$ cat src/logic/btm_pkg.sv
package btm_pkg;

    // Chain inputs in chain order; index 0 is the first stage.
    localparam int CHAIN_LEN = 130;
    // Pattern pins that are driven in the output tests.
    localparam int EVEN_CNT = 73;
    localparam int ODD_CNT = 66;

    // Chain index k carries the device pin CHAIN_PIN[k].
    localparam int CHAIN_PIN [CHAIN_LEN] = '{
        206, 207, 208, 1, 2, 3, 4, 5, 6, 7, 10, 11, 12, 13, 14, 16, 17, 18,
        19, 20, 21, 22, 23, 24, 26, 28, 29, 30, 31, 32, 33, 34, 35,
        36, 39, 40, 41, 42, 47, 50, 51, 58, 59, 62, 63, 64, 65, 66, 67, 68,
        69, 70, 71, 72, 73, 74, 75, 76, 77, 80, 81, 82, 83, 84, 85, 86,
        87, 88, 89, 90, 91, 92, 93, 94, 99, 100, 101, 103, 105, 108, 109,
        110, 111, 112, 113, 116, 117, 118, 121, 122, 123, 124, 125, 126,
        127, 128, 129, 131, 132,
        133, 134, 135, 136, 137, 138, 139, 140, 143, 144, 145, 146, 148,
        149, 150, 151, 152, 153, 154, 155, 156, 157, 168, 169, 170, 171,
        192, 197, 198, 199, 202};

    // Bit k of the even and odd pattern buses drives the pin listed here.
    localparam int EVEN_PIN [EVEN_CNT] = '{
        8, 10, 12, 14, 16, 18, 20, 22, 24, 30, 32, 34, 36, 40, 42, 44, 46,
        48, 52, 54, 56, 62, 64, 66, 68, 70, 72, 74, 76, 80, 82, 84, 86, 88,
        90, 92, 98, 102, 104, 106, 108, 110, 116, 118, 122, 124, 126, 128,
        132, 134, 136, 138, 140, 148, 150, 152, 154, 160, 168, 170, 172,
        174, 176, 178, 180, 184, 186, 188, 190, 192, 194, 196, 204};
    localparam int ODD_PIN [ODD_CNT] = '{
        11, 13, 17, 19, 21, 23, 31, 33, 35, 39, 41, 45, 49, 53, 55, 57, 63,
        65, 67, 69, 71, 73, 75, 77, 81, 83, 85, 87, 89, 91, 95, 107, 109,
        111, 117, 121, 123, 125, 127, 129, 131, 133, 135, 137, 139, 149,
        151, 153, 155, 157, 169, 171, 173, 175, 177, 179, 181, 183, 185,
        187, 189, 191, 193, 195, 203, 205};

    // Qualifier pins that must be high: bit 0 is pin 146, bit 1 pin 103.
    localparam int QHI_W = 2;
    localparam int QHI_MODE_BIT = 0;
    localparam logic [QHI_W-1:0] QHI_MATCH = 2'h3;
    // Qualifier pins that must be low: 29, 50, 100, 108, 145, 94.
    localparam int QLO_W = 6;
    localparam logic [QLO_W-1:0] QLO_MATCH = 6'h00;

    typedef enum logic [2:0] {
        ST_NORMAL = 3'h1,
        ST_NAND = 3'h2,
        ST_DRIVE = 3'h4
    } btm_state_e;

    localparam int ST_NAND_BIT = 1;
    localparam int ST_DRIVE_BIT = 2;

    typedef struct packed {
        btm_state_e state;
        logic test_mode;
        logic trig_prev;
        logic chain_out;
        logic [EVEN_CNT-1:0] drive_even;
        logic [ODD_CNT-1:0] drive_odd;
    } btm_regs_s;

    // The trigger history resets high so a trigger already high at
    // release is not taken as a fresh edge.
    localparam btm_regs_s REGS_RESET = '{
        state: ST_NORMAL,
        test_mode: 1'h0,
        trig_prev: 1'h1,
        chain_out: 1'h0,
        drive_even: '0,
        drive_odd: '0};

endpackage

$ cat src/logic/btm_top.sv
// Summary of operation
// - Test mode offers only NAND chain, drive-high and drive-low functions.
// - Trigger rising edge latches qualifiers; a match enters test mode.
// - A mismatch at the trigger edge selects normal operation, also leaving a test mode already entered.
// - In test mode with trigger held high, the NAND chain is active.
// - Input and bidirectional pins feed the chain so their continuity shows.
// - Chain starts at pin 206 and its result appears on pin 25.
// - Chain members and order follow the listed pins; others are excluded.
// - In test mode with trigger low, drive-high or drive-low pattern applies.
// - Pin 146 level selects drive-high or drive-low mode.
// - Drive-high: odd listed pins low, even listed pins high.
// - Drive-low: even listed pins low, odd listed pins high.
`timescale 1ns/1ps

module btm_top (
    input wire logic clock_i, // 125 MHz clock.
    input wire logic srst_i, // Synchronous reset, active high.
    input wire logic trigger_i, // Trigger pin 99.
    input wire logic [btm_pkg::QHI_W-1:0] qual_hi_i, // Pins 103, 146.
    input wire logic [btm_pkg::QLO_W-1:0] qual_lo_i, // Must-be-low pins.
    input wire logic [btm_pkg::CHAIN_LEN-1:0] chain_i, // Chain pins.
    output logic test_mode_o, // Test mode latched.
    output logic nand_mode_o, // NAND chain active.
    output logic chain_out_o, // Chain result, pin 25.
    output logic drive_oe_o, // Pattern pins driven.
    output logic [btm_pkg::EVEN_CNT-1:0] drive_even_o, // Even pins.
    output logic [btm_pkg::ODD_CNT-1:0] drive_odd_o // Odd pins.
);

    ////////////////////////////////////////////////////////////////////////

    btm_pkg::btm_regs_s regs_reg;
    btm_pkg::btm_regs_s regs_next;
    logic trig_rise;
    logic pattern_ok;
    logic mode_high;

    assign trig_rise = trigger_i & ~regs_reg.trig_prev;
    assign pattern_ok = (qual_hi_i == btm_pkg::QHI_MATCH) &&
                        (qual_lo_i == btm_pkg::QLO_MATCH);
    assign mode_high = qual_hi_i[btm_pkg::QHI_MODE_BIT];

    // The whole cascade settles within one clock. It is the longest path
    // of the block, accepted because the chain only serves board test.
    function automatic logic nand_chain(
        input logic [btm_pkg::CHAIN_LEN-1:0] pins
    );
        logic acc;
        acc = pins[0];
        for (int k = 1; k < btm_pkg::CHAIN_LEN; k++) begin
            acc = ~(acc & pins[k]);
        end
        return acc;
    endfunction

    // Pin 146 is a qualifier and the mode select at once; after entry the
    // tester may move it freely, since the pattern is only checked at edges.
    always_comb begin
        regs_next = regs_reg;
        regs_next.trig_prev = trigger_i;
        // A mismatching edge also drops a test mode already entered.
        if (trig_rise) begin
            regs_next.test_mode = pattern_ok;
        end
        if (!regs_next.test_mode) begin
            regs_next.state = btm_pkg::ST_NORMAL;
        end else if (trigger_i) begin
            regs_next.state = btm_pkg::ST_NAND;
        end else begin
            regs_next.state = btm_pkg::ST_DRIVE;
        end
        regs_next.chain_out = 1'h0;
        regs_next.drive_even = '0;
        regs_next.drive_odd = '0;
        unique case (regs_next.state)
            btm_pkg::ST_NORMAL: begin
                regs_next.chain_out = 1'h0;
            end
            btm_pkg::ST_NAND: begin
                regs_next.chain_out = nand_chain(chain_i);
            end
            btm_pkg::ST_DRIVE: begin
                // Selection by pin 146 level.
                if (mode_high) begin
                    regs_next.drive_even = '1;
                    regs_next.drive_odd = '0;
                end else begin
                    regs_next.drive_even = '0;
                    regs_next.drive_odd = '1;
                end
            end
        endcase
    end

    always_ff @(posedge clock_i) begin
        if (srst_i) begin
            regs_reg <= btm_pkg::REGS_RESET;
        end else begin
            regs_reg <= regs_next;
        end
    end

    assign test_mode_o = regs_reg.test_mode;
    assign nand_mode_o = regs_reg.state[btm_pkg::ST_NAND_BIT];
    assign drive_oe_o = regs_reg.state[btm_pkg::ST_DRIVE_BIT];
    assign chain_out_o = regs_reg.chain_out;
    assign drive_even_o = regs_reg.drive_even;
    assign drive_odd_o = regs_reg.drive_odd;

    ////////////////////////////////////////////////////////////////////////

    entry_match_a: assert property (
        @(posedge clock_i) disable iff (srst_i)
        (trig_rise && pattern_ok) |=> (test_mode_o && nand_mode_o))
        else $error("matching trigger edge did not enter test mode");

    entry_refuse_a: assert property (
        @(posedge clock_i) disable iff (srst_i)
        (trig_rise && !pattern_ok) |=> (!test_mode_o && !drive_oe_o))
        else $error("mismatching trigger edge entered test mode");

    nand_select_a: assert property (
        @(posedge clock_i) disable iff (srst_i)
        (test_mode_o && trigger_i && $past(trigger_i)) |=> nand_mode_o)
        else $error("trigger held high in test mode without chain");

    drive_select_a: assert property (
        @(posedge clock_i) disable iff (srst_i)
        (test_mode_o && !trigger_i) |=> (drive_oe_o && !nand_mode_o))
        else $error("trigger low in test mode without drive pattern");

    chain_result_a: assert property (
        @(posedge clock_i) disable iff (srst_i)
        nand_mode_o |-> (chain_out_o ==
            nand_chain($past(chain_i))))
        else $error("chain output does not follow the NAND cascade");

    drive_high_a: assert property (
        @(posedge clock_i) disable iff (srst_i)
        (drive_oe_o && $past(mode_high)) |->
            (&drive_even_o && !(|drive_odd_o)))
        else $error("drive-high pattern wrong");

    drive_low_a: assert property (
        @(posedge clock_i) disable iff (srst_i)
        (drive_oe_o && !$past(mode_high)) |->
            (!(|drive_even_o) && &drive_odd_o))
        else $error("drive-low pattern wrong");

    normal_quiet_a: assert property (
        @(posedge clock_i) disable iff (srst_i)
        !test_mode_o |-> (!nand_mode_o && !drive_oe_o && !chain_out_o &&
            !(|drive_even_o) && !(|drive_odd_o)))
        else $error("test function active outside test mode");

    mode_hold_a: assert property (
        @(posedge clock_i) disable iff (srst_i)
        (!trig_rise && test_mode_o) |=> test_mode_o)
        else $error("test mode dropped without trigger edge");

    entry_edge_a: assert property (
        @(posedge clock_i) disable iff (srst_i)
        (!trig_rise && !test_mode_o) |=> !test_mode_o)
        else $error("test mode entered without a trigger edge");

    ////////////////////////////////////////////////////////////////////////
    // Each test function stays confined to its own mode.

    funcs_gated_a: assert property (
        @(posedge clock_i) disable iff (srst_i)
        (nand_mode_o || drive_oe_o) |-> test_mode_o)
        else $error("test function active with test mode clear");

    chain_idle_a: assert property (
        @(posedge clock_i) disable iff (srst_i)
        !nand_mode_o |-> !chain_out_o)
        else $error("chain output active outside chain operation");

    pattern_idle_a: assert property (
        @(posedge clock_i) disable iff (srst_i)
        !drive_oe_o |-> (!(|drive_even_o) && !(|drive_odd_o)))
        else $error("pattern pins driven outside output tests");

    nand_hold_a: assert property (
        @(posedge clock_i) disable iff (srst_i)
        (nand_mode_o && trigger_i) |=> nand_mode_o)
        else $error("chain dropped while trigger stayed high");

    nand_exit_a: assert property (
        @(posedge clock_i) disable iff (srst_i)
        (nand_mode_o && !trigger_i) |=> (drive_oe_o && !nand_mode_o))
        else $error("trigger low did not leave the chain");

    drive_hold_a: assert property (
        @(posedge clock_i) disable iff (srst_i)
        (drive_oe_o && !trigger_i) |=> drive_oe_o)
        else $error("drive pattern dropped while trigger stayed low");

    drive_exit_a: assert property (
        @(posedge clock_i) disable iff (srst_i)
        (drive_oe_o && trigger_i) |=> !drive_oe_o)
        else $error("trigger edge left the drive pattern standing");

    mode_select_a: assert property (
        @(posedge clock_i) disable iff (srst_i)
        (test_mode_o && !trigger_i) |=>
            ((drive_even_o[0] == $past(mode_high)) &&
            (drive_odd_o[0] != $past(mode_high))))
        else $error("pin 146 level did not pick the pattern");

    ////////////////////////////////////////////////////////////////////////
    // These two watch reset itself, so they carry no reset guard.

    reset_clear_a: assert property (
        @(posedge clock_i)
        srst_i |=> (!test_mode_o && !nand_mode_o && !drive_oe_o &&
            !chain_out_o))
        else $error("reset did not return to normal operation");

    release_edge_a: assert property (
        @(posedge clock_i)
        $fell(srst_i) |-> !trig_rise)
        else $error("trigger level at reset release taken as an edge");

endmodule

$ cat config.mk
export PLATFORM = sky130hd
export DESIGN_NAME = btm_top
export DESIGN_NICKNAME = d
export VERILOG_FILES = /design/src/logic/btm_pkg.sv /design/src/logic/btm_top.sv
export SDC_FILE = /design/constraint.sdc
export NUM_CORES = 1
export LEC_CHECK = 0
export ABC_AREA = 1
export BUFFER_PORTS_ARGS = -buffer_cell sky130_fd_sc_hd__buf_2
export CAP_MARGIN = 5
export CORE_AREA = 8 8 105 107
export CTS_CLUSTER_DIAMETER = 200
export DETAILED_ROUTE_END_ITERATION = 10
export DIE_AREA = 0 0 113 115
export PLACE_DENSITY = 0.62
export SETUP_SLACK_MARGIN = 0.1
export SLEW_MARGIN = 5
export SYNTH_ARGS = -nofsm -noshare
export SYNTH_HDL_FRONTEND = slang
export SYNTH_SLANG_ARGS = --single-unit
export TNS_END_PERCENT = 30
$ cat constraint.sdc
create_clock -name clock_i -period 16.9 [get_ports clock_i]
set_clock_uncertainty 0.15 [all_clocks]
set_input_delay 3.38 -clock clock_i [delete_from_list [all_inputs] [get_ports clock_i]]
set_output_delay 3.38 -clock clock_i [all_outputs]
set_load 0.02 [all_outputs]
Word-level counts from Yosys, hierarchy flattened. Index checks and enable logic that the tools add are counted.

Mux-type cells: 4. Reductions and logical operators: 4. Bitwise logic cells: 262. Equality and inequality tests: 3.

Operators with widths (number): $mux 139 (1); $not 1->1 (132); $and 1x1->1 (130); $logic_not 6->1 (1); $mux 3 (2); $reduce_or 2->1 (2); $eq 3x2->1 const B (1); $eq 3x3->1 const B (1); $eq 2x2->1 const B (1); $logic_and 1x1->1 (1); $mux 1 (1).

Output and inout port bits: 143. Flip-flop bits (word level): 145. Bits of input ports: 141. Word-level logic and storage cells: 279.

Depth between registers and ports, before layout. Gate-level depths: netlist of run 1.

Depth after elaboration: 258. Depth in mapped cells: 129. Mapped depth without buffers: 129.

Worst setup path after synthesis of run 1. Ideal clock, no wire load.

Path kind: input -> register. Start point: input chain_i[0] (netlist name). End point: register regs_reg (netlist bit chain_out_o). Path slack: 7.872 ns. Stages on the path: 129. Required time: 16.684 ns. Path buffers: 0. Setup time: 0.066 ns. Arrival time: 8.812 ns. Path through: nand2_1 > nand2_1 > nand2_1 > nand2_1 > nand2_1 > nand2_1 > nand2_1 > nand2_1 > nand2_1 > nand2_1 > nand2_1 > nand2_1 > nand2_1 > nand2_1 > nand2_1 > nand2_1 > nand2_1 > nand2_1 > [... 93 more ...] > nand2_1 > nand2_1 > nand2_1 > nand2_1 > nand2_1 > nand2_1 > nand2_1 > nand2_1 > nand2_1 > nand2_1 > nand2_1 > nand2_1 > nand2_1 > nand2_1 > nand2_1 > nand2_1 > nand2_1 > a21oi_2.

Word-level cells in the longest chain between the ends: 258.

Ends and longest elaborated chain: from (decl) (RTL line btm_top.sv:21) `input wire logic [btm_pkg::CHAIN_LEN-1:0] chain_i,`; $and 1x1->1 (RTL line btm_top.sv:51) `acc = ~(acc & pins[k]);`; $not 1->1 (RTL line btm_top.sv:51); $and 1x1->1 (RTL line btm_top.sv:51); $not 1->1 (RTL line btm_top.sv:51); $and 1x1->1 (RTL line btm_top.sv:51); $not 1->1 (RTL line btm_top.sv:51); $and 1x1->1 (RTL line btm_top.sv:51); $not 1->1 (RTL line btm_top.sv:51); [... 242 more ...]; $and 1x1->1 (RTL line btm_top.sv:51); $not 1->1 (RTL line btm_top.sv:51); $and 1x1->1 (RTL line btm_top.sv:51); $not 1->1 (RTL line btm_top.sv:51); $and 1x1->1 (RTL line btm_top.sv:51); $not 1->1 (RTL line btm_top.sv:51); $and 1x1->1 (RTL line btm_top.sv:51); $not 1->1 (RTL line btm_top.sv:51); to (signal assigned) (RTL line btm_top.sv:97) `regs_reg <= btm_pkg::REGS_RESET;`; to (signal assigned) (RTL line btm_top.sv:99) `regs_reg <= regs_next;`; to (decl) (RTL line btm_top.sv:32) `btm_pkg::btm_regs_s regs_reg;`.

Every way passes these cells. A chain may end at the register's enable or synchronous reset.

Final worst setup path of run 1. Same ends and word-level chain as after synthesis.

==> impl.org, run 1 <==
** Final layout
- The number of antenna diodes in the final layout is 0.
- At the end of the flow the core is filled with cells to 24.5%.
- The final layout contains 583 nets.
- Layout cell share with drive strength beyond 1 :: about 66%
- Most common library cell in the layout ignoring fill and taps :: sky130_fd_sc_hd__buf_2
- Number of cells in the finished layout apart from fillers :: 555
- Post-route cell area :: 2320 µm²
- The top cell types in the final layout, fill and taps aside, are sky130_fd_sc_hd__buf_2, sky130_fd_sc_hd__nand2_1, sky130_fd_sc_hd__inv_1, sky130_fd_sc_hd__dfxtp_1, sky130_fd_sc_hd__nor2_1.
- Area growth, synth to finish :: 32.6%

** Timing
- Part of the cycle the worst path needs :: 56.3%
- For this run, the top clock speed supported by timing is 105 MHz.
- In this run the tightest slew margin relative to its limit is 40.1%.
- Final slew viol count :: 0
- The worst path in the final design needs a cycle of 9.51 ns, including I/O delays and setup.
- At the pin with the least slew margin, the transition time is 0.899 ns.
- Setup repair after global routing left no endpoint under its margin.
- Final hold violation count :: 0
- Setup violations remaining at the end of the flow were counted as 0.
- Sum Neg Setup Slack :: 0 ns

** Clock network
- Post-CTS setup buffer count :: 0
- CTS built an H-tree with a depth of 1.
- Worst skew pair latency :: 0.22 ns
- Clock tree sinks :: 7
- Number of buffers created by CTS :: 3
- TritonCTS built the clock tree.
- Clock-pin slew was measured on the worst setup and hold paths at 0.04 ns.
- Post-CTS repair changed the size of 0 cells.
- Counting along the longest clock path gives a buffer depth of 2.
- The tree is rooted in a sky130_fd_sc_hd__clkbuf_8.
- The number of hold buffers added after CTS was 0.

** GRT
- The total overflow left after global routing is 0.
- The first global-routing pass estimated a little over 8000 µm of wire.
- Global routing consumed, over all layers together, 7.61% of the routing resources.
- Entering global routing, the biggest net connects 74 pins.
- The number of global-route vias before repair came to around 1.7k.
- Antenna violations before repair :: 0

** Job
- Max-cap violations in this run came to 0.

** Placement
- The number of placed instances, taps included, is 551.
- Summing all placed instances gives a cell area of 2270 µm².
- Detailed placement finished with a half-perimeter wire length of 5790 µm.
- Routability congestion estimate :: 0.859
- Port buffering added between 200 and 300 buffers.

** Power
- Leakage :: 1.84 nW
- Combinational fraction of design power :: about two fifths
- Post-route total power :: 0.0652 mW
- Net switching share of the total power :: 25.5%
- Power spread over the standard cell area amounts to 28.1 nW/µm².
- Share of total power in the clock network :: a little over a third
- IR analysis of the VDD net gives a maximum drop of approximately 0.041 mV.
- Proportion of power drawn by flip-flops and latches :: between 20% and 30%
- Total internal power :: 0.0485 mW
- Summed over all nets, the switching power comes to 0.0166 mW.

** Synthesis
- Counting flops and latches in the post-synthesis netlist gives 7.
- The mapped netlist covers 1750 µm².
- Library cell occupying the most area in the post-synthesis netlist :: sky130_fd_sc_hd__buf_4
- Sequential elements use 8.02% of the synthesized area.
- Synth top area cells :: sky130_fd_sc_hd__buf_4, sky130_fd_sc_hd__nand2_1, sky130_fd_sc_hd__dfxtp_1
- Distinct cells, synth :: 10
- Yosys synthesis warning count :: 0
- Top-area cell type share of the netlist area :: about three fifths
- Averaged over all synthesized cells, the footprint is 5.98 µm².
- Count of mapped cells out of synthesis :: 292
- When the netlist entered floorplanning its net count stood at ~430.

** Setup path
- Cell repeated most along the worst path :: sky130_fd_sc_hd__nand2_1
- Setup CP Type :: input port to flop
- Largest stage delay on the critical path :: 0.10 ns
- CP startpoint kind :: input port
- Worst-case reg-to-reg path depth :: 5
- Of all nets on the critical path, the largest fanout is 1.
- Data on the critical path arrives at its endpoint at 9.52 ns.
- Endpoint required time on the critical path :: roughly 17 ns
- Slowest stage cell on the critical path :: sky130_fd_sc_hd__buf_2
- Endpoint class of the critical path :: flop

** Drt
- After detailed routing, the number of vias per cell comes to 3.41.
- Number of optimization iterations in the first detailed-route pass :: 4
- Number of remaining DRC errors :: 0
- After the first detailed-routing iteration, the DRC count stood at 40.
- The detailed router placed about 1.9k vias in this run.
- For this block, the routed nets add up to 6180 µm of wire.
- The count of nets left with antenna violations once routing finished came out at 0.
- Detailed-route wire length per cell :: 11.1 µm

** Die
- The region available for standard cell placement spans roughly 9500 µm².
- Die ar. :: 13,000 µm²
- The floorplan step set the die height to 115 µm.
- For this configuration, the core starts out at a cell density of 18.5%.
- The floorplan has 36 rows.
- The floorplan step set the die width to ~110 µm.
- Boundary Pins :: 284

** Hold path
- The worst hold path passes through 3 cells.
- The min-delay analysis places its worst path in the category flop to flop.

** Outcome
- Outcome :: complete, no violations
==> kinds of logic (layout without fill, tap and decap cells) <==
logic type / Yosys count / in the layout / share of synthesized area [%]
AO/OA/AOI/OAI: 3 / 3 / 1.22
AND/OR/NAND/NOR: 137 / 137 / 29.7
buffers and inverters: 145 / 294 / 61.0
flip-flops: 7 / 7 / 8.02
==> power by group through the flow <==
stage          Combinational, mW  Clock [mW]  Sequential (mW)
6_report                  0.0255      0.0229           0.0168
5_1_grt                   0.0291      0.0247           0.0168
4_1_cts                   0.0257      0.0236           0.0168
3_5_place_dp              0.0256           0           0.0171
3_3_place_gp              0.0255           0           0.0171
2_1_floorplan            0.00883           0           0.0171
==> per-stage QoR <==
stage | hold slack (ns) | worst slack [ns]
2_1_floorplan | 0.379 | 7.87
3_3_place_gp | 0.408 | 7.19
3_5_place_dp | 0.418 | 7.09
4_1_cts | 0.424 | 7.29
5_1_grt | 0.470 | 6.13
6_report | 0.423 | 7.39
==> metal layers <==
| layer | track usage (%) | wire length, µm | part of all wire (%) | vias up |
|---|---|---|---|---|
| li1 | - | - | - | 1036 |
| met1 | 6.88 | 1930 | 31 | 737 |
| met2 | 15.1 | 3310 | 54 | 122 |
| met3 | 3.89 | 936 | 15 | 0 |
| met4 | 1.07 | 0 | 0 | 0 |
| met5 | 0 | 0 | 0 | - |
==> cell usage after synthesis (all sizes together) <==
cell	instances
nand2	130
o21ai	1
inv	6
a21oi	1
dfxtp	7
nor2	5
nand4	1
o31ai	1
buf	139
nor4	1
==> worst paths after layout <==
path	slack, ns	endpoint	start
hold reg to reg	0.42	test_mode_o$_SDFF_PP0_	regs_reg[140]$_SDFF_PP1_
setup / recovery	7.39	chain_out_o$_SDFF_PP0_	chain_i[0]
setup reg to reg	15.74	drive_even_o[71]$_SDFF_PP0_	regs_reg[140]$_SDFF_PP1_
hold / removal	0.42	test_mode_o$_SDFF_PP0_	regs_reg[140]$_SDFF_PP1_
==> critical path, delay by kind of cell <==
family | cells | cell delay, ns
simple gates | 128 | 5.91
buf+inv | 1 | 0.10
compound gates | 1 | 0.10
==> area by class of cell <==
class / instances / area [µm²]
multi-input combinational: 140 / 541
tap: 114 / 143
timing repair buffer: 284 / 1420
fill: 1096 / 7140
inverter: 6 / 22.5
clock buffer: 4 / 45.0
sequential: 7 / 141
Note: power is estimated with default switching activity, not from simulation.
==> run 2: changes to the inputs <==
Settings changed: PLACE_DENSITY 0.62 to 0.64.
Clock period 16.9 ns to 8.5 ns, I/O delays scaled along.
==> impl.org, run 2 (synthesis gave the netlist of run 1 again) <==
** Clock network
- CTS root buffer :: sky130_fd_sc_hd__clkbuf_8
- The hold buffer count at cts is 0 (unchanged).
- Clock-pin slew reported for the worst setup and hold paths after clock tree synthesis :: 0.04 ns (about the same)
- The number of clock sinks was 7 (unchanged).
- The number of buffers on the longest clock path was 2 (unchanged).
- The clock insertion delay at the later pin of the skew report is 0.22 ns (about the same).
- Number of buffers created by CTS :: 3 (unchanged)
- Post-CTS setup buffer count :: 0 (unchanged)
- The number of levels in the clock H-tree is 1 (unchanged).
- TritonCTS built the clock tree.

** Die
- Effective utilization at floorplan :: 18.5% (unchanged)
- Die width :: 113 µm (unchanged)
- The die footprint came to 13,000 µm² (unchanged).
- Placeable core area :: 9460 µm² (unchanged)
- Number of standard-cell rows in the floorplan :: 36 (unchanged)
- Boundary Pins :: 284 (unchanged)
- Y dimension of the die :: 115 µm (unchanged)

** Final layout
- The final antenna diode count is 0 (unchanged).
- Final #Nets :: 583 (unchanged)
- The fraction of final layout cells with drive strength greater than 1 was 66.0% (+0.45 points).
- Number of cells in the finished layout apart from fillers :: 555 (unchanged)
- From synthesis to final layout, the design area changed by 32.9%.
- Leaving out fill and tap cells, the most frequent cells in the layout are sky130_fd_sc_hd__buf_2, sky130_fd_sc_hd__nand2_1, sky130_fd_sc_hd__inv_1, sky130_fd_sc_hd__dfxtp_1, sky130_fd_sc_hd__nor2_1.
- Leaving out fill and tap cells, the most frequent cell in the layout is sky130_fd_sc_hd__buf_2.
- The core utilization of the finished layout is 24.5% (+0.053 points).

** Drt
- The detail-routed via count per cell was 3.35 (-2.0%).
- The wire length per cell after detailed routing is 10.9 µm (-2.3%).
- The final antenna-violating net count was 0 (unchanged).
- The vias after detailed routing was 1,857 (-2.0%).
- Number of DRC violations after detailed-routing iteration 0 :: 39 (-2.5%)
- Total wire length :: 6040 µm (-2.3%)
- Number of optimization iterations in the first detailed-route pass :: 4 (unchanged)
- Number of remaining DRC errors :: 0 (unchanged)

** Timing
- The number of max-slew violations in the final report was 0 (unchanged).
- After layout, the worst path uses 92.5% of the clock period.
- Unrepaired setup endpoints after global routing :: yes
- The count of final setup violators was 0 (unchanged).
- Final hold violation count :: 0 (unchanged)
- The remaining max-slew budget at the tightest pin was 39.9% (-0.15 points).
- The worst-margin pin slew is 0.901 ns (+0.00218 ns).
- Slack of the critical path :: 0.635 ns (-6.76 ns)
- The worst path in the final design needs a cycle of 7.87 ns, including I/O delays and setup.
- Timing would allow up to about 130 MHz.

** GRT
- Antenna violations before repair :: 0 (unchanged)
- The total global routing overflow was 0 (unchanged).
- The number of global-route vias before repair is 1,676 (-3.1%).
- The maximum number of pins on one net before global-route repair was 74 (unchanged).
- The wire length of the first global-routing pass is 8230 µm (+0.33%).
- Overall routing resource usage :: 7.70% (+0.086 points)

** Setup path
- Buffers and inverters on the worst path :: 1 (unchanged)
- Cell family with most CP delay :: simple AND/OR/NAND/NOR gates
- Worst-path fanout max :: 1 (unchanged)
- Among all stages on the critical path, the largest delay is contributed by sky130_fd_sc_hd__buf_2.
- Endpoint required time on the critical path :: 8.51 ns (-8.40 ns)
- Setup CP Type :: input port to flop
- The arrival time reported for the critical path endpoint came to 7.88 ns (-1.64 ns).
- The largest stage delay on the critical path is 0.10 ns (about the same).
- The worst register-to-register path begins at regs_reg[140]$_SDFF_PP1_.
- The worst setup path is captured at a flop.
- Cell repeated most along the worst path :: sky130_fd_sc_hd__nand2_1
- Reg2Reg Setup Slack :: 7.36 ns (-8.38 ns)
- CP startpoint kind :: input port
- Setup crit start :: chain_i[0]

** Placement
- Placed cell count :: 551 (unchanged)
- Final HPWL DP :: 5710 µm (-1.5%)
- The final RePlAce weighted congestion is 0.831 (-3.2%).
- The placement-stage worst setup slack came to 0.261 ns (-6.83 ns).
- Port Buffers :: 283 (unchanged)

** Power
- Post-route total power :: 0.129 mW (+98%)
- Total power density per cell area :: 55.6 nW/µm² (+98%)
- The maximum vdd drop is 0.0811 mV (+97%).
- The leakage power figure came to 1.84 nW (about the same).

** Hold path
- Class of the most critical hold timing path :: flop to flop
- Worst min-delay path startpoint :: regs_reg[140]$_SDFF_PP1_

** Job
- The number of maximum-capacitance constraint violations came to 0 (unchanged).

** Outcome
- Outcome :: complete, no violations
-- run 2: cell counts in the layout (fill, tap and decap cells not counted) --
No cell type changed its count.
-- run 2: tightest hold or removal path: stages, from the launching register on --
cell	delay (ns)
sky130_fd_sc_hd__dfxtp_1	0.31
sky130_fd_sc_hd__o31ai_1	0.07
sky130_fd_sc_hd__nand2_1	0.09
sky130_fd_sc_hd__inv_1	0.04
-- run 2: area by class of cell --
type                            instances  area, µm²
Timing Repair Buffer                  284       1420
Sequential cell                         7        141
Inverter                                6       22.5
Fill cell                            1124       7140
Multi-Input combinational cell        140        546
Clock buffer                            4       45.0
Tap cell                              114        143
-- run 2: where the power goes --
group,total (mW),internal [mW],switching [mW]
Clock,0.0453,0.0323,0.0129
Combinational,0.0505,0.0310,0.0195
Sequential,0.0334,0.0333,0.000114
-- run 2: metal layers --
layer	global-route usage, %	routed length [µm]	vias to the layer above
met4	2.04	53	0
met3	3.78	807	6
met2	15.3	3280	109
met5	0	0	-
li1	-	-	1036
met1	6.69	1900	706
-- run 2: path summary, 6_finish.rpt --
| path | endpoint | depth (start not counted) |
|---|---|---|
| worst max-delay path | chain_out_o$_SDFF_PP0_ | 130 |
| worst min-delay path | test_mode_o$_SDFF_PP0_ | 3 |
| worst max register to register | chain_out_o$_SDFF_PP0_ | 5 |
| worst min register to register | test_mode_o$_SDFF_PP0_ | 3 |
-- run 2: per-stage QoR --
step	hold WS [ns]	area (µm²)	TNS (ns)
floorplan	0.379	1750	0
global placement	0.408	2270	0
detailed placement	0.412	2270	0
CTS	0.419	2320	0
global route	0.462	2320	-0.729
finish	0.411	2320	0
-- run 2: repair_timing --
item	in CTS	in global routing
resized for setup	0	2
hold endpoints to repair	0	0
setup endpoints to repair	0	1
==> run 3: changes to the inputs <==
--- a/config.mk
+++ b/config.mk
@@ -13,5 +13,5 @@
 export DETAILED_ROUTE_END_ITERATION = 10
 export DIE_AREA = 0 0 113 115
-export PLACE_DENSITY = 0.64
+export PLACE_DENSITY = 0.59
 export SETUP_SLACK_MARGIN = 0.1
 export SLEW_MARGIN = 5
==> constraint.sdc (replaced) <==
create_clock -name clock_i -period 8.5 [get_ports clock_i]
set_clock_uncertainty 0.15 [all_clocks]
set_input_delay 0.85 -clock clock_i [delete_from_list [all_inputs] [get_ports clock_i]]
set_output_delay 0.85 -clock clock_i [all_outputs]
set_load 0.02 [all_outputs]
==> impl.org, run 3 (synthesis gave the netlist of run 1 again) <==
** GRT
- Grt total ovfl :: 0 (unchanged)
- The global-route track usage on met2 was 16.2% (+0.95 points).
- Global-route wire length before repair :: 8680 µm (+5.5%)
- The number of global-route vias before repair is 1,787 (+6.6%).
- The met1 global-route usage came to 7.12% (+0.43 points).
- The number of antenna violations at the first check in global routing is 0 (unchanged).
- The met3 track demand over resource is 3.99% (+0.21 points).
- Pin count of the biggest net entering global routing :: 74 (unchanged)
- The overall fraction of global-route tracks in use came to 8.17% (+0.47 points).
- The layer flagged by global routing as most heavily used is met2.

** Timing
- Unrepaired setup endpoints after global routing :: no
- The achievable clock frequency is 143 MHz (+12%).
- Final hold violation count :: 0 (unchanged)
- The number of max-slew violations in the final report is 0 (unchanged).
- The final critical delay including setup and external delays was 7.00 ns (-0.865 ns).
- Remaining max-slew budget at the tightest pin :: 38.9% (-1.1 points)
- Part of the cycle the worst path needs :: 82.4% (-10 points)
- Slack of the critical path :: 1.50 ns (+0.865 ns)
- Actual transition at the worst max-transition pin :: 0.917 ns (+0.0161 ns)
- The count of final setup violators came to 0 (unchanged).
- Sum Neg Setup Slack :: 0 ns (unchanged)

** Final layout
- Area growth, synth to finish :: 32.6%
- The final antenna diode count came to 0 (unchanged).
- Finished Core Util :: 24.5% (-0.053 points)
- The library cells used most frequently in the layout, excluding fill and tap cells, are sky130_fd_sc_hd__buf_2, sky130_fd_sc_hd__nand2_1, sky130_fd_sc_hd__inv_1, sky130_fd_sc_hd__dfxtp_1, sky130_fd_sc_hd__nor2_1.
- The count of filler cells inserted in the layout was 1,120 (-0.36%).
- Final #Nets :: 583 (unchanged)
- Most common library cell in the layout ignoring fill and taps :: sky130_fd_sc_hd__buf_2
- Layout cell share with drive strength beyond 1 :: 65.5% (-0.45 points)

** Die
- The count of standard-cell rows is 36 (unchanged).
- Y dimension of the die :: 115 µm (unchanged)
- Effective utilization at floorplan :: 18.5% (unchanged)
- The placeable core region is 9460 µm² (unchanged).
- The die span in x is 113 µm (unchanged).
- The number of top-level pins was 284 (unchanged).
- The die footprint was 13,000 µm² (unchanged).

** Clock network
- The TritonCTS buffer count is 3 (unchanged).
- Worst skew pair latency :: 0.22 ns (about the same)
- Total of hold buffers inserted after clock tree synthesis :: 0 (unchanged)
- Clock Tree Buf Depth :: 2 (unchanged)
- In this run the clock root is driven by a sky130_fd_sc_hd__clkbuf_8.
- Clock tree from TritonCTS :: done
- The number of levels in the clock H-tree is 1 (unchanged).
- The clock-pin transition on the worst setup and hold timing paths is 0.04 ns (about the same).
- The number of clock sinks was 7 (unchanged).

** Power
- Peak supply drop :: 0.0688 mV (-15%)
- Total power density per cell area :: 56.1 nW/µm² (+0.79%)
- The leakage power figure was 1.84 nW (about the same).
- Post-route total power :: 0.130 mW (+0.57%)

** Placement
- The final RePlAce weighted congestion was 0.760 (-8.6%).
- Worst setup slack before clock tree synthesis :: 1.19 ns (+0.930 ns)
- Final HPWL DP :: 5840 µm (+2.3%)
- Port Buffers :: 283 (unchanged)

** Setup path
- The peak fanout along the critical path came to 1 (unchanged).
- Critical Path AT :: 7.01 ns (-0.87 ns)
- Cell repeated most along the worst path :: sky130_fd_sc_hd__nand2_1
- The critical path is of the input port to flop type.
- The largest stage delay on the critical path was 0.10 ns (about the same).
- Endpoint required time on the critical path :: 8.51 ns (about the same)
- STA classifies the critical path endpoint as a flop.
- CP startpoint kind :: input port
- The largest individual stage delay along the critical path comes from the cell sky130_fd_sc_hd__a21oi_2.
- In this design, the largest share of critical-path delay is due to simple AND/OR/NAND/NOR gates.
- Buffers and inverters on the worst path :: 1 (unchanged)

** Drt
- Total number of vias :: 1,891 (+1.8%)
- The number of design rule violations left after detail routing is 0 (unchanged).
- Number of DRC violations after detailed-routing iteration 0 :: 37 (-5.1%)
- The final antenna-violating net count was 0 (unchanged).
- Detailed-route wire length per cell :: 11.3 µm (+3.6%)
- Number of optimization iterations in the first detailed-route pass :: 4 (unchanged)
- The sum of routed wire length over all layers is 6260 µm (+3.6%).
- Average vias per placed instance :: 3.41 (+1.8%)

** Hold path
- The path class of the tightest hold or removal check is flop to flop.

** Job
- Reported max-cap violation count :: 0 (unchanged)

** Outcome
- Outcome :: complete, no violations
-- run 3: cell types whose count changed in the layout (fill, tap and decap cells not counted) --
cell	delta
sky130_fd_sc_hd__nand2_2	-2
sky130_fd_sc_hd__nand2_1	+2
-- run 3: layer usage --
layer / wire length, µm / vias up
met4: 49 / 0
met1: 2000 / 729
met3: 841 / 6
met2: 3360 / 119
met5: 0 / -
li1: - / 1037
-- run 3: final timing paths --
| check | slack (ns) | endpoint | cells after the start | from |
|---|---|---|---|---|
| max reg2reg | 7.36 | chain_out_o$_SDFF_PP0_ | 5 | regs_reg[140]$_SDFF_PP1_ |
| min reg2reg | 0.41 | test_mode_o$_SDFF_PP0_ | 3 | regs_reg[140]$_SDFF_PP1_ |
| min | 0.41 | test_mode_o$_SDFF_PP0_ | 3 | regs_reg[140]$_SDFF_PP1_ |
| max | 1.50 | chain_out_o$_SDFF_PP0_ | 130 | chain_i[0] |
-- run 3: through the flow --
step                      cells  hold WS, ns  instance area (µm²)
after floorplan             292        0.379                 1750
after global placement      551        0.409                 2270
after detailed placement    551        0.408                 2270
after CTS                   555        0.416                 2320
after global routing        555        0.489                 2320
final                       555        0.411                 2320
-- run 3: report_power, final --
part / internal (mW) / switching (mW) / leakage (nW)
logic: 0.0309 / 0.0197 / 1.76
clock network: 0.0324 / 0.0135 / 0.0228
registers: 0.0333 / 0.000123 / 0.0572
total: 0.0965 / 0.0334 / 1.84
-- run 3: repair_timing --
item                       4_1_cts  5_1_grt
setup endpoints to repair        0        1
gates resized for setup          0        0
setup buffers                    0        0
-- run 3: area by class of cell --
| cell class | count | area [µm²] | share of cell area (%) |
|---|---|---|---|
| clock buffer | 4 | 45.0 | 1.94 |
| inverter | 6 | 22.5 | 0.972 |
| multi-input combinational | 140 | 541 | 23.3 |
| sequential | 7 | 141 | 6.10 |
| tap | 114 | 143 | 6.16 |
| timing repair buffer | 284 | 1420 | 61.5 |
-- run 3: tightest hold or removal path, stage by stage, from the launching register on --
cell,delay [ns]
sky130_fd_sc_hd__dfxtp_1,0.32
sky130_fd_sc_hd__o31ai_1,0.07
sky130_fd_sc_hd__nand2_1,0.08
sky130_fd_sc_hd__inv_1,0.04
